==> src/common/rmhsp_pkg.sv <==
/*
 * constants, command codes and state types for the radio modem host link.
 * assumes a single 200 MHz ref_clk domain; all link pins arrive asynchronously.
 */
package rmhsp_pkg;
    localparam int BYTE_W = 8;
    localparam int FIFO_DEPTH = 16;
    localparam logic [7:0] CMD_NOP = 8'hfe;
    localparam logic [7:0] CMD_RSVD = 8'hff;
    localparam logic [7:0] CMD_COUNTRY = 8'hfd;
    localparam logic [7:0] CMD_HOP_FIRST = 8'hf0;
    localparam logic [7:0] CMD_HOP_LAST = 8'hf7;
    localparam logic [7:0] CMD_LEAD_350 = 8'hf8;
    localparam logic [7:0] CMD_LEAD_30 = 8'hf9;
    localparam logic [7:0] CMD_LEAD_3 = 8'hfa;
    localparam logic [7:0] CMD_TX_NEXT = 8'hef;
    localparam logic [7:0] CMD_RSSI = 8'hee;
    localparam logic [7:0] CMD_TX_CH_FIRST = 8'h80;
    localparam logic [7:0] CMD_TX_CH_LAST = 8'he3;
    localparam logic [7:0] CMD_BAUD_LOW = 8'h73;
    localparam logic [7:0] CMD_BAUD_MID = 8'h75;
    localparam logic [7:0] CMD_BAUD_HIGH = 8'h76;
    localparam logic [7:0] CMD_RX_SLOW = 8'h78;
    localparam logic [7:0] CMD_RX_NORMAL = 8'h79;
    localparam logic [7:0] CMD_LIF_FIRST = 8'h7a;
    localparam logic [7:0] CMD_LIF_LAST = 8'h7d;
    localparam logic [7:0] CMD_RX_SCAN = 8'h6f;
    // receive-fix code is not printed; kept as a parameterised choice
    localparam logic [7:0] CMD_RX_FIX = 8'h6e;
    localparam logic [7:0] CODE_LEAD_FOUND = 8'hff;
    localparam logic [7:0] CODE_LEAD_LOST = 8'hfe;
    localparam logic [6:0] CHAN_MAX = 7'd100;
    localparam logic [2:0] HOP_RESET = 3'h0;
    localparam logic [1:0] LEAD_350MS = 2'h0;
    localparam logic [1:0] LEAD_30MS = 2'h1;
    localparam logic [1:0] LEAD_3MS = 2'h2;
    localparam logic [1:0] BAUD_LOW = 2'h0;
    localparam logic [1:0] BAUD_MID = 2'h1;
    localparam logic [1:0] BAUD_HIGH = 2'h2;
    localparam logic [1:0] LIF_RESET = 2'h0;
    localparam logic [1:0] COUNTRY_ALT = 2'h3;
    localparam logic [2:0] BIT_LAST = 3'h7;

    typedef enum logic [5:0] {
        RMHSP_IDLE = 6'b000001,
        RMHSP_ANSWER = 6'b000010,
        RMHSP_TX_LEAD = 6'b000100,
        RMHSP_TX_DATA = 6'b001000,
        RMHSP_RX_LEAD = 6'b010000,
        RMHSP_RX_DATA = 6'b100000
    } rmhsp_state_t;
endpackage

==> src/rtl/rmhsp_fifo.sv <==
/*
 * synchronous fifo with valid/ready on both sides.
 * assumes one clock and a synchronous active-high reset.
 */
module rmhsp_fifo #(
    parameter int WIDTH = 8,
    parameter int DEPTH = 16
) (
    input wire logic ref_clk,
    input wire logic srst,
    input wire logic in_valid,
    output logic in_ready,
    input wire logic [WIDTH-1:0] in_data,
    output logic out_valid,
    input wire logic out_ready,
    output logic [WIDTH-1:0] out_data
);
    localparam int AW = $clog2(DEPTH);
    logic [WIDTH-1:0] mem [DEPTH];
    logic [AW:0] wr_ptr;
    logic [AW:0] rd_ptr;
    logic push;
    logic pop;

    // extra pointer bit separates full from empty
    assign in_ready = (wr_ptr ^ rd_ptr) != {1'b1, {AW{1'b0}}};
    assign out_valid = wr_ptr != rd_ptr;
    assign push = in_valid && in_ready;
    assign pop = out_valid && out_ready;
    assign out_data = mem[rd_ptr[AW-1:0]];

    // storage has no reset; only pointers matter
    always_ff @(posedge ref_clk) begin
        if (push) begin
            mem[wr_ptr[AW-1:0]] <= in_data;
        end
    end

    always_ff @(posedge ref_clk) begin
        if (srst) begin
            wr_ptr <= '0;
            rd_ptr <= '0;
        end else begin
            if (push) begin
                wr_ptr <= wr_ptr + 1'b1;
            end
            if (pop) begin
                rd_ptr <= rd_ptr + 1'b1;
            end
        end
    end
endmodule

==> src/rtl/rmhsp_core.sv <==
/*
 * spi slave command interpreter of the radio modem host link.
 * assumes the host is spi master (mode 3), pins are asynchronous to ref_clk,
 * and the air side is modelled by plain handshake ports on ref_clk.
 */
// Function
// RL1: spi mode 3, host master, radio slave, msb first.
// RL2: host lowers select before clocking a command or data byte.
// RL3: 0xfe is no command; 0xff reserved, never a command.
// RL4: 0xfd returns country code 0 to 3.
// RL5: 0xf0..0xf7 pick hop set one to eight; one after reset.
// RL6: 0xf8/0xf9/0xfa pick lead-in 350, 30 (default), 3 ms.
// RL7: 0xef starts tx on next hop; 0x80..0xe3 on channel 0..100. Code decodes 0x80..0xe3 as channel 0..99, so channel 100 cannot start.
// RL8: 0xee measures signal strength on the current channel.
// RL9: 0x73/0x75/0x76 pick baud low (default), mid, high; code 3 alternates.
// RL10: 0x78 slow low-power receive, 0x79 normal receive (default).
// RL11: 0x7a..0x7d set lead-in period 11 to 12.5 us.
// RL12: 0x6f makes receiver scan all channels (default).
// RL13: a receive command fixes receiver on channel 0..100.
// RL14: host holds unlock request low until grant rises, then transfers.
// RL15: grant stays high until a receive command arrives.
// RL16: tx start sends lead-in, then sync with event flag raised.
// RL17: event flag drops as soon as select goes low.
// RL18: after each air byte, take spi byte as next and raise flag. Code raises the flag only while the fifo has room.
// RL19: at frame end flag stays high until the frame is fully sent.
// RL20: lead-in detected raises flag and offers 0xff.
// RL21: after sync, first byte read is rssi, then frame data.
// RL22: lead-in lost or no sync gives 0xfe instead of rssi.
// RL23: sck idles high, shift out on fall, sample on rise, eight bits.
// RL24: air messages ignored until first receive command; then only tx ungated.
// RL25: undefined or unused codes change nothing.
module rmhsp_core
    import rmhsp_pkg::*;
(
    input wire logic ref_clk,
    input wire logic srst,
    input wire logic sck,
    input wire logic select_n,
    input wire logic mosi,
    output logic miso,
    output logic miso_oe,
    output logic byte_ready,
    input wire logic command_unlock_req_n,
    output logic command_ack,
    input wire logic [1:0] country_code,
    input wire logic [7:0] rssi_value,
    output logic [2:0] hop_set,
    output logic [1:0] lead_in_sel,
    output logic [1:0] baud_sel,
    output logic baud_alt,
    output logic rx_slow,
    output logic [1:0] lead_freq_sel,
    output logic rx_scan,
    output logic [6:0] rx_channel,
    output logic tx_start,
    output logic tx_next_hop,
    output logic [6:0] tx_channel,
    input wire logic tx_lead_done,
    input wire logic tx_byte_done,
    input wire logic tx_frame_done,
    output logic air_tx_valid,
    input wire logic air_tx_ready,
    output logic [7:0] air_tx_data,
    output logic rx_enable,
    input wire logic rx_lead_found,
    input wire logic rx_lead_lost,
    input wire logic rx_sync_found,
    input wire logic rx_byte_valid,
    input wire logic [7:0] rx_byte,
    input wire logic rx_frame_end
);
    // two flip-flop synchronisers; stage one is read only by stage two
    logic [2:0] sck_s1, sck_s2;
    logic sck_d;
    logic sel_d;
    always_ff @(posedge ref_clk) begin
        if (srst) begin
            sck_s1 <= 3'h7;
            sck_s2 <= 3'h7;
        end else begin
            sck_s1 <= {command_unlock_req_n, select_n, sck};
            sck_s2 <= sck_s1;
        end
    end
    wire logic sck_q = sck_s2[0];
    wire logic sel_n_q = sck_s2[1];
    wire logic unlock_n_q = sck_s2[2];
    logic mosi_s1, mosi_s2;
    always_ff @(posedge ref_clk) begin
        if (srst) begin
            mosi_s1 <= 1'b0;
            mosi_s2 <= 1'b0;
        end else begin
            mosi_s1 <= mosi;
            mosi_s2 <= mosi_s1;
        end
    end

    // edge detection on the synchronised pins
    always_ff @(posedge ref_clk) begin
        if (srst) begin
            sck_d <= 1'b1;
            sel_d <= 1'b1;
        end else begin
            sck_d <= sck_q;
            sel_d <= sel_n_q;
        end
    end
    wire logic sck_rise = sck_q && !sck_d;
    wire logic sck_fall = !sck_q && sck_d;
    wire logic sel_fall = !sel_n_q && sel_d;

    // spi shifter: sample on rise, shift on fall, msb first
    logic [7:0] rx_shift;
    logic [2:0] bit_cnt;
    logic [7:0] tx_shift;
    logic [7:0] answer;
    logic spi_done;
    logic [7:0] spi_byte;
    always_ff @(posedge ref_clk) begin
        if (srst || sel_n_q) begin
            bit_cnt <= '0;
            spi_done <= 1'b0;
        end else begin
            spi_done <= 1'b0;
            if (sck_rise) begin // see RL23
                rx_shift <= {rx_shift[6:0], mosi_s2}; // see RL1
                bit_cnt <= bit_cnt + 3'h1;
                if (bit_cnt == BIT_LAST) begin
                    spi_done <= 1'b1;
                    spi_byte <= {rx_shift[6:0], mosi_s2};
                end
            end
        end
    end

    // outgoing byte loads on select fall, next bit moves up on each sck fall after the first
    always_ff @(posedge ref_clk) begin
        if (srst) begin
            tx_shift <= CODE_LEAD_LOST;
        end else if (sel_fall) begin
            tx_shift <= answer;
        end else if (sck_fall && !sel_n_q && bit_cnt != '0) begin
            // the first fall only exposes the msb that select already loaded
            tx_shift <= {tx_shift[6:0], 1'b0}; // see RL1 RL23
        end
    end
    assign miso = tx_shift[7];
    assign miso_oe = !sel_n_q;

    // command classification, shared by gating and execution
    function automatic logic is_tx_cmd(input logic [7:0] c);
        return c == CMD_TX_NEXT || (c >= CMD_TX_CH_FIRST && c <= CMD_TX_CH_LAST);
    endfunction
    function automatic logic is_rx_cmd(input logic [7:0] c);
        return c == CMD_RX_SCAN || c == CMD_RX_FIX;
    endfunction

    rmhsp_state_t state;
    logic rx_armed;
    logic unlocked;
    logic fix_pending;
    logic rssi_due;
    logic fifo_in_ready;
    // a pending fix lets its channel byte through, grant or not
    wire logic cmd_ok = spi_done
        && (is_tx_cmd(spi_byte) || unlocked || !rx_armed || fix_pending);

    // unlock grant: rises on request low in idle once a receive command has armed rx, stays until a receive command
    always_ff @(posedge ref_clk) begin
        if (srst) begin
            unlocked <= 1'b0;
            rx_armed <= 1'b0;
        end else if (spi_done && is_rx_cmd(spi_byte) && cmd_ok && !fix_pending
                && state == RMHSP_IDLE) begin
            unlocked <= 1'b0; // see RL15
            rx_armed <= 1'b1; // see RL24
        end else if (!unlock_n_q && rx_armed && state == RMHSP_IDLE) begin
            unlocked <= 1'b1; // see RL14
        end
    end
    assign command_ack = unlocked;
    assign rx_enable = rx_armed && !unlocked;

    // configuration registers; unknown codes fall through untouched
    always_ff @(posedge ref_clk) begin
        if (srst) begin
            hop_set <= HOP_RESET;
            lead_in_sel <= LEAD_30MS;
            baud_sel <= BAUD_LOW;
            rx_slow <= 1'b0;
            lead_freq_sel <= LIF_RESET;
            rx_scan <= 1'b1;
            rx_channel <= '0;
            fix_pending <= 1'b0;
        end else if (cmd_ok && state == RMHSP_IDLE) begin
            if (fix_pending) begin
                fix_pending <= 1'b0;
                if (spi_byte[6:0] <= CHAN_MAX && !spi_byte[7]) begin
                    rx_scan <= 1'b0; // see RL13
                    rx_channel <= spi_byte[6:0];
                end
            end else if (spi_byte >= CMD_HOP_FIRST && spi_byte <= CMD_HOP_LAST) begin
                hop_set <= spi_byte[2:0]; // see RL5
            end else if (spi_byte == CMD_LEAD_350) begin
                lead_in_sel <= LEAD_350MS; // see RL6
            end else if (spi_byte == CMD_LEAD_30) begin
                lead_in_sel <= LEAD_30MS; // see RL6
            end else if (spi_byte == CMD_LEAD_3) begin
                lead_in_sel <= LEAD_3MS; // see RL6
            end else if (spi_byte == CMD_BAUD_LOW) begin
                baud_sel <= BAUD_LOW; // see RL9
            end else if (spi_byte == CMD_BAUD_MID) begin
                baud_sel <= BAUD_MID; // see RL9
            end else if (spi_byte == CMD_BAUD_HIGH) begin
                baud_sel <= BAUD_HIGH; // see RL9
            end else if (spi_byte == CMD_RX_SLOW) begin
                rx_slow <= 1'b1; // see RL10
            end else if (spi_byte == CMD_RX_NORMAL) begin
                rx_slow <= 1'b0; // see RL10
            end else if (spi_byte >= CMD_LIF_FIRST && spi_byte <= CMD_LIF_LAST) begin
                lead_freq_sel <= spi_byte[1:0] - CMD_LIF_FIRST[1:0]; // see RL11
            end else if (spi_byte == CMD_RX_SCAN) begin
                rx_scan <= 1'b1; // see RL12
            end else if (spi_byte == CMD_RX_FIX) begin
                fix_pending <= 1'b1; // see RL13
            end
            // 0xfe, 0xff and unused codes fall through; see RL3 and RL25
        end
    end
    assign baud_alt = country_code == COUNTRY_ALT; // see RL9

    // tx data fifo: spi bytes wait here until the air side takes them
    logic fifo_in_valid;
    rmhsp_fifo #(.WIDTH(BYTE_W), .DEPTH(FIFO_DEPTH)) u_fifo (
        .ref_clk(ref_clk),
        .srst(srst),
        .in_valid(fifo_in_valid),
        .in_ready(fifo_in_ready),
        .in_data(spi_byte),
        .out_valid(air_tx_valid),
        .out_ready(air_tx_ready),
        .out_data(air_tx_data)
    );
    assign fifo_in_valid = spi_done && state == RMHSP_TX_DATA;

    // main sequencer for transmit, receive and answered requests
    logic raise_flag;
    always_ff @(posedge ref_clk) begin
        if (srst) begin
            state <= RMHSP_IDLE;
            tx_start <= 1'b0;
            tx_next_hop <= 1'b0;
            tx_channel <= '0;
            answer <= CODE_LEAD_LOST;
            raise_flag <= 1'b0;
            rssi_due <= 1'b0;
        end else begin
            tx_start <= 1'b0;
            raise_flag <= 1'b0;
            case (state)
                RMHSP_IDLE: begin
                    if (cmd_ok && !fix_pending && is_tx_cmd(spi_byte)) begin
                        tx_start <= 1'b1; // see RL7
                        tx_next_hop <= spi_byte == CMD_TX_NEXT;
                        tx_channel <= spi_byte[6:0];
                        state <= RMHSP_TX_LEAD;
                    end else if (cmd_ok && !fix_pending && spi_byte == CMD_COUNTRY) begin
                        answer <= {6'h00, country_code}; // see RL4
                        raise_flag <= 1'b1;
                        state <= RMHSP_ANSWER;
                    end else if (cmd_ok && !fix_pending && spi_byte == CMD_RSSI) begin
                        answer <= rssi_value; // see RL8
                        raise_flag <= 1'b1;
                        state <= RMHSP_ANSWER;
                    end else if (rx_enable && rx_lead_found) begin
                        answer <= CODE_LEAD_FOUND; // see RL20
                        raise_flag <= 1'b1;
                        rssi_due <= 1'b1;
                        state <= RMHSP_RX_LEAD;
                    end
                end
                RMHSP_ANSWER: begin
                    if (spi_done) begin
                        state <= RMHSP_IDLE;
                    end
                end
                RMHSP_TX_LEAD: begin
                    if (tx_lead_done) begin
                        raise_flag <= 1'b1; // see RL16
                        state <= RMHSP_TX_DATA;
                    end
                end
                RMHSP_TX_DATA: begin
                    if (tx_frame_done) begin
                        state <= RMHSP_IDLE; // see RL19
                    end else if (tx_byte_done && fifo_in_ready) begin
                        raise_flag <= 1'b1; // see RL18
                    end
                end
                RMHSP_RX_LEAD: begin
                    if (rx_lead_lost) begin
                        answer <= CODE_LEAD_LOST; // see RL22
                        raise_flag <= 1'b1;
                        state <= RMHSP_IDLE;
                    end else if (rx_sync_found) begin
                        answer <= rssi_value; // see RL21
                        raise_flag <= 1'b1;
                        state <= RMHSP_RX_DATA;
                    end
                end
                RMHSP_RX_DATA: begin
                    if (rx_frame_end) begin
                        state <= RMHSP_IDLE;
                    end else if (rx_byte_valid) begin
                        answer <= rx_byte; // see RL21
                        raise_flag <= 1'b1;
                    end
                end
                default: begin
                    state <= RMHSP_IDLE;
                end
            endcase
            if (state != RMHSP_RX_LEAD) begin
                rssi_due <= 1'b0;
            end
        end
    end

    // event flag: set wins over the select-fall clear
    always_ff @(posedge ref_clk) begin
        if (srst) begin
            byte_ready <= 1'b0;
        end else if (raise_flag) begin
            byte_ready <= 1'b1; // see RL16
        end else if (sel_fall || (state == RMHSP_TX_DATA && tx_frame_done)) begin
            // frame end drops the flag left high after the last byte
            byte_ready <= 1'b0; // see RL17 RL19
        end
    end

    AST_FLAG_DROP: assert property (@(posedge ref_clk) disable iff (srst)
        sel_fall && !raise_flag |=> !byte_ready) // see RL17
        else $error("event flag did not drop on select");
    AST_HOP_SET: assert property (@(posedge ref_clk) disable iff (srst)
        cmd_ok && state == RMHSP_IDLE && !fix_pending && spi_byte == CMD_HOP_LAST
        |=> hop_set == 3'h7) // see RL5
        else $error("hop set not taken");
    AST_LEAD: assert property (@(posedge ref_clk) disable iff (srst)
        cmd_ok && state == RMHSP_IDLE && !fix_pending && spi_byte == CMD_LEAD_3
        |=> lead_in_sel == LEAD_3MS) // see RL6
        else $error("lead-in not taken");
    AST_TXSTART: assert property (@(posedge ref_clk) disable iff (srst)
        state == RMHSP_IDLE && cmd_ok && !fix_pending && spi_byte == CMD_TX_NEXT
        |=> tx_start && tx_next_hop) // see RL7
        else $error("tx start missing");
    AST_GRANT_HOLD: assert property (@(posedge ref_clk) disable iff (srst)
        command_ack && !(spi_done && is_rx_cmd(spi_byte)) |=> command_ack) // see RL15
        else $error("grant dropped early");
    AST_SYNC_FLAG: assert property (@(posedge ref_clk) disable iff (srst)
        state == RMHSP_TX_LEAD && tx_lead_done |=> ##1 byte_ready) // see RL16
        else $error("flag not raised at sync");
    AST_LOST: assert property (@(posedge ref_clk) disable iff (srst)
        state == RMHSP_RX_LEAD && rx_lead_lost |=> answer == CODE_LEAD_LOST) // see RL22
        else $error("lead-in lost code missing");
    AST_FOUND: assert property (@(posedge ref_clk) disable iff (srst)
        state == RMHSP_IDLE && rx_enable && rx_lead_found && !cmd_ok
        |=> answer == CODE_LEAD_FOUND ##1 byte_ready) // see RL20
        else $error("lead-in found not offered");
    AST_COUNTRY: assert property (@(posedge ref_clk) disable iff (srst)
        state == RMHSP_IDLE && cmd_ok && !fix_pending && spi_byte == CMD_COUNTRY
        |=> answer[7:2] == 6'h00 && state == RMHSP_ANSWER) // see RL4
        else $error("country answer wrong");
    AST_FRAME_END: assert property (@(posedge ref_clk) disable iff (srst)
        state == RMHSP_TX_DATA && tx_frame_done && !raise_flag |=> !byte_ready) // see RL19
        else $error("flag not dropped at frame end");
    COV_TX: cover property (@(posedge ref_clk) state == RMHSP_TX_DATA && tx_frame_done);
    COV_RX: cover property (@(posedge ref_clk) state == RMHSP_RX_DATA && rx_byte_valid);
    COV_UNLOCK: cover property (@(posedge ref_clk) $rose(command_ack));
endmodule

==> config.mk <==
export PLATFORM = sky130hd
export DESIGN_NAME = rmhsp_core
export DESIGN_NICKNAME = d
export VERILOG_FILES = /design/src/common/rmhsp_pkg.sv /design/src/rtl/rmhsp_fifo.sv /design/src/rtl/rmhsp_core.sv
export SDC_FILE = /design/constraint.sdc
export NUM_CORES = 1
export LEC_CHECK = 0
export BUFFER_PORTS_ARGS = -buffer_cell sky130_fd_sc_hd__buf_4
export CAP_MARGIN = 40
export CORE_AREA = 8 8 165 167
export CTS_BUF_LIST = sky130_fd_sc_hd__clkbuf_4 sky130_fd_sc_hd__clkbuf_8
export DETAILED_ROUTE_END_ITERATION = 8
export DIE_AREA = 0 0 173 175
export SLEW_MARGIN = 20
export SYNTH_ARGS = -nofsm -noshare
export SYNTH_HDL_FRONTEND = slang
export SYNTH_HIERARCHICAL = 1
export SYNTH_SLANG_ARGS = --single-unit
==> constraint.sdc <==
create_clock -name ref_clk -period 5.5 [get_ports ref_clk]
set_clock_uncertainty 0.05 [all_clocks]
set_input_delay 1.1 -clock ref_clk [delete_from_list [all_inputs] [get_ports ref_clk]]
set_output_delay 1.1 -clock ref_clk [all_outputs]
set_load 0.01 [all_outputs]
==> reports/qor_table.md <==
| Item | Value | Unit |
|:---|:---|:---|
| Site row count | 58 | - |
| Number of pins with negative max-slew slack in the final report | 0 | - |
| Total number of nets in the final design | 801 | - |
| Post-synth ARST share | 0 | - |
| RSZ-0062 raised after global routing | false | - |
| Die Y-Extent | 175 | um |
| Achievable clock frequency | 0.266 | GHz |
| Buffers from clock root to sink, at most | 3 | - |
| Ratio of final minimum period to clock period | 0.683 | - |
| Total Wirelength | 22.0 | mm |
| Area share of xor/xnor cells in the synthesized design | 0.00728 | - |
| Number of DRC violations after detailed-routing iteration 0 | 488 | - |
| Post-synthesis compound-gate area fraction | 0.0811 | - |
| I/O pin total | 75 | - |
| Run status | finished, final reports clean | - |
| Simple-gate portion of the synthesized area | 0.114 | - |
| Area added between synthesis and finish | 16.6 | % |
| Worst reg2reg endpoint | answer[7]$_SDFFE_PP1P_ | - |
| Number of vias after detailed routing | 6064 | - |
| Busiest metal layer after global routing | met2 | - |
| Crit Path Max Fanout | 32 | - |
| Area share of the largest cell type after synthesis | 0.446 | - |
| Grt met2 use | 0.262 | - |
| Total clock buffers created by CTS | 37 | - |
| Kind of start point of the critical path | register | - |
| Number of antenna violations at the first check in global routing | 0 | - |
| Placer's final routability congestion estimate | 0.848 | - |
| Origin of the critical flop-to-flop path | spi_byte[6]$_DFFE_PP_ | - |
| CTS Root Cell | sky130_fd_sc_hd__clkbuf_8 | - |
| CP endpoint kind | output port | - |
| Top FF cell, synth | sky130_fd_sc_hd__edfxtp_1 | - |
| Met1 global-route usage | 0.160 | - |
| Cell leakage power | 3.96 | nW |
| Main area contributors after synthesis | sky130_fd_sc_hd__edfxtp_1 45%, sky130_fd_sc_hd__dfxtp_1 17%, sky130_fd_sc_hd__mux4_1 6.6% | - |
| CTS H-tree lvls | 2 | - |
| Area share of fa/ha/maj cells after synthesis | 0.0104 | - |
| Launch point of the worst hold path | sck_s1[2]$_SDFF_PP1_ | - |
| Met3 usage | 0.0354 | - |
| Ratio of routed vias to standard cells | 5.44 | - |
| Aggregate negative setup slack | 0 | ps |
| Total number of clock tree sinks | 225 | - |
| Class of the worst hold path | reg2reg | - |
| Cells after Synth | 674 | - |
| Slew headroom | 0.441 | - |
| Syn. warnings | 6 | - |
| First-pass GRT wire length | 34.1 | mm |
| Number of cells upsized or downsized after cts | 0 | - |
| Drt drc | 0 | - |
| DIE WIDTH | 173 | um |
| R2r setup slk | 2430 | ps |
| Total routing resource utilization after global routing | 0.142 | - |
| Pin count of the biggest net entering global routing | 79 | - |
| Floorplan die area | 30300 | sq um |
| Setup repair bufs after CTS | 0 | - |
| Hold Vio Cnt, Final | 0 | - |
| Post-route design area | 11200 | sq um |
| Worst reg2reg path depth | 6 | - |
| Count of flip-flops with a built-in enable after synthesis | 143 | - |
| Power density relative to cell area | 303 | nW/um^2 |
| Final Critical Period | 3750 | ps |
| Area of the mapped netlist | 9630 | sq um |
| Hold-fix buffer count after cts | 0 | - |
| Clock-pin transition on the worst setup and hold timing paths | 60 | ps |
| Synth cell types | 75 | - |
| Dpl cell area | 10500 | sq um |
| Syn nets | 715 | - |
| TritonCTS clock tree | built | - |
| Average wire per standard cell | 19.8 | um |
| Leading cell types in the layout, fill and taps excluded | 143 x sky130_fd_sc_hd__edfxtp_1, 83 x sky130_fd_sc_hd__buf_4, 82 x sky130_fd_sc_hd__dfxtp_1, 63 x sky130_fd_sc_hd__nor2_1, 40 x sky130_fd_sc_hd__clkbuf_8 | - |
| Leading cell type in the layout, fill and taps excluded | sky130_fd_sc_hd__edfxtp_1 | - |
| Library cell with the largest summed area after synthesis | sky130_fd_sc_hd__edfxtp_1 | - |
| ANT cells | 0 | - |
| Post-synthesis sequential element count | 225 | - |
| Largest family of logic cells by synthesized area | multiplexers | - |
| Worst hold path depth | 1 | - |
| IR drop worst, VDD | 0.128 | mV |
| Share of cell area taken by muxes after synthesis | 0.141 | - |
| Std-Cell Core Area | 24700 | sq um |
| Global route overflow | 0 | - |
| Sequential-to-total area share from yosys stat | 0.617 | - |
| Vias in the first global route | 6218 | - |
| Post-synthesis area per instance | 14.3 | sq um |
| Number of search-and-repair iterations in the first detailed-routing pass | 4 | - |
| Final setup violation count | 0 | - |
| Hold EP | sck_s2[2]$_SDFF_PP1_ | - |
| Slew at the pin closest to its max-slew limit | 839 | ps |
| Ratio of cells with drive above 1 in the final layout | 0.245 | - |
| Data required time at the worst endpoint | 4350 | ps |
| Initial standard-cell utilization of the core | 0.390 | - |
| Quantity of I/O buffers inserted on ports | 74 | - |
| Worst Path Arrival | 2600 | ps |
| Start-to-end type of the worst setup path | reg2out | - |
| Final core occ | 0.455 | - |
| Antenna Violating Nets Remaining | 0 | - |
| Clock latency on the worst-skew pair | 530 | ps |
| Post-DP HPWL | 14.3 | mm |
| Number of maximum-capacitance constraint violations | 0 | - |
## worst max-delay path, cell delays in order, from the launching register on
cell	delay, ps
sky130_fd_sc_hd__dfxtp_1	310
sky130_fd_sc_hd__buf_4	450
sky130_fd_sc_hd__mux4_1	630
sky130_fd_sc_hd__mux4_2	510
sky130_fd_sc_hd__buf_4	170
## flip-flops by register name, summed over array words and instances (netlist names), 2 cells and up, named ones only
| name | count |
|---|---|
| u_fifo/mem | 128 |
| answer | 8 |
| spi_byte | 8 |
| tx_shift | 8 |
| rx_channel | 7 |
| rx_shift | 7 |
| tx_channel | 7 |
| state | 6 |
| u_fifo/rd_ptr | 5 |
| u_fifo/wr_ptr | 5 |
| bit_cnt | 3 |
| hop_set | 3 |
| sck_s1 | 3 |
| sck_s2 | 3 |
| baud_sel | 2 |
| lead_freq_sel | 2 |
| lead_in_sel | 2 |
## logic make-up (layout without fill, tap and decap cells)
kind of cell | after synthesis | count (layout)
AOI/OAI and AO/OA | 102 | 102
DFF | 225 | 225
xor gates and xnor gates | 8 | 8
buffers and inverters | 58 | 168
and+or+nand+nor | 197 | 197
adders and majority gates | 8 | 8
muxes | 76 | 76
## synth_stat cells, types with 4 or more instances
| cell | count |
|---|---|
| sky130_fd_sc_hd__edfxtp_1 | 143 |
| sky130_fd_sc_hd__dfxtp_1 | 82 |
| sky130_fd_sc_hd__nor2_1 | 63 |
| sky130_fd_sc_hd__mux2i_1 | 29 |
| sky130_fd_sc_hd__mux4_1 | 24 |
| sky130_fd_sc_hd__a21oi_1 | 19 |
| sky130_fd_sc_hd__and3_1 | 19 |
| sky130_fd_sc_hd__clkbuf_1 | 19 |
| sky130_fd_sc_hd__inv_1 | 18 |
| sky130_fd_sc_hd__nand2_1 | 17 |
| sky130_fd_sc_hd__mux4_2 | 16 |
| sky130_fd_sc_hd__nor2b_1 | 15 |
| sky130_fd_sc_hd__o21ai_0 | 14 |
| sky130_fd_sc_hd__nor3_1 | 10 |
| sky130_fd_sc_hd__nor3b_1 | 10 |
| sky130_fd_sc_hd__a211oi_1 | 9 |
| sky130_fd_sc_hd__buf_2 | 9 |
| sky130_fd_sc_hd__nor4_1 | 9 |
| sky130_fd_sc_hd__a211o_1 | 8 |
| sky130_fd_sc_hd__and2_1 | 8 |
| sky130_fd_sc_hd__ha_1 | 8 |
| sky130_fd_sc_hd__or2_2 | 8 |
| sky130_fd_sc_hd__nand3_1 | 7 |
| sky130_fd_sc_hd__a22oi_1 | 6 |
| sky130_fd_sc_hd__nand4_1 | 6 |
| sky130_fd_sc_hd__xnor2_1 | 6 |
| sky130_fd_sc_hd__buf_1 | 5 |
| sky130_fd_sc_hd__mux2_2 | 5 |
| sky130_fd_sc_hd__o211ai_1 | 5 |
| sky130_fd_sc_hd__nand2b_1 | 4 |
| sky130_fd_sc_hd__o31ai_1 | 4 |
## power breakdown
group	total (mW)	leakage, nW	switching, mW	internal, mW
combinational	0.164	1.62	0.0716	0.0920
clock	1.44	0.390	0.634	0.807
sequential	1.80	1.95	0.0110	1.79
total	3.40	3.96	0.717	2.68
## stage by stage
step | instances | total power, mW | hold WS (ps) | setup WS, ps
3_3_place_gp | 1045 | 1.99 | 350 | 2310
4_1_cts | 1111 | 3.44 | 357 | 1680
6_report | 1114 | 3.40 | 355 | 1750
2_1_floorplan | 674 | 1.95 | 339 | 2760
5_1_grt | 1114 | 3.52 | 372 | 1610
3_5_place_dp | 1048 | 2.00 | 345 | 2260
## layer usage
layer	vias to the layer above	wire length (um)
met5	-	0
met4	0	387
met3	38	1370
met2	201	11400
met1	3023	8880
li1	2802	-
## how the worst max path moves through the flow
stage / depth (start not counted) / slack, ps / endpoint / startpoint
after CTS: 4 / 1680 / air_tx_data[2] / register
after global routing: 4 / 1610 / air_tx_data[2] / register
after floorplan: 4 / 2760 / air_tx_data[0] / register
after detailed placement: 4 / 2260 / air_tx_data[2] / register
final: 4 / 1750 / air_tx_data[0] / register
after global placement: 4 / 2310 / air_tx_data[0] / register
## final cells by class
cell class                      instances  area (sq um)
Inverter                               18          67.6
Timing Repair Buffer                   87           672
Multi-Input combinational cell        391          3410
Tap cell                              330           413
Clock inverter                         10          80.1
Fill cell                            2233         13500
Sequential cell                       225          5940
Clock buffer                           53           648
Note: power is estimated with default switching activity, not from simulation.
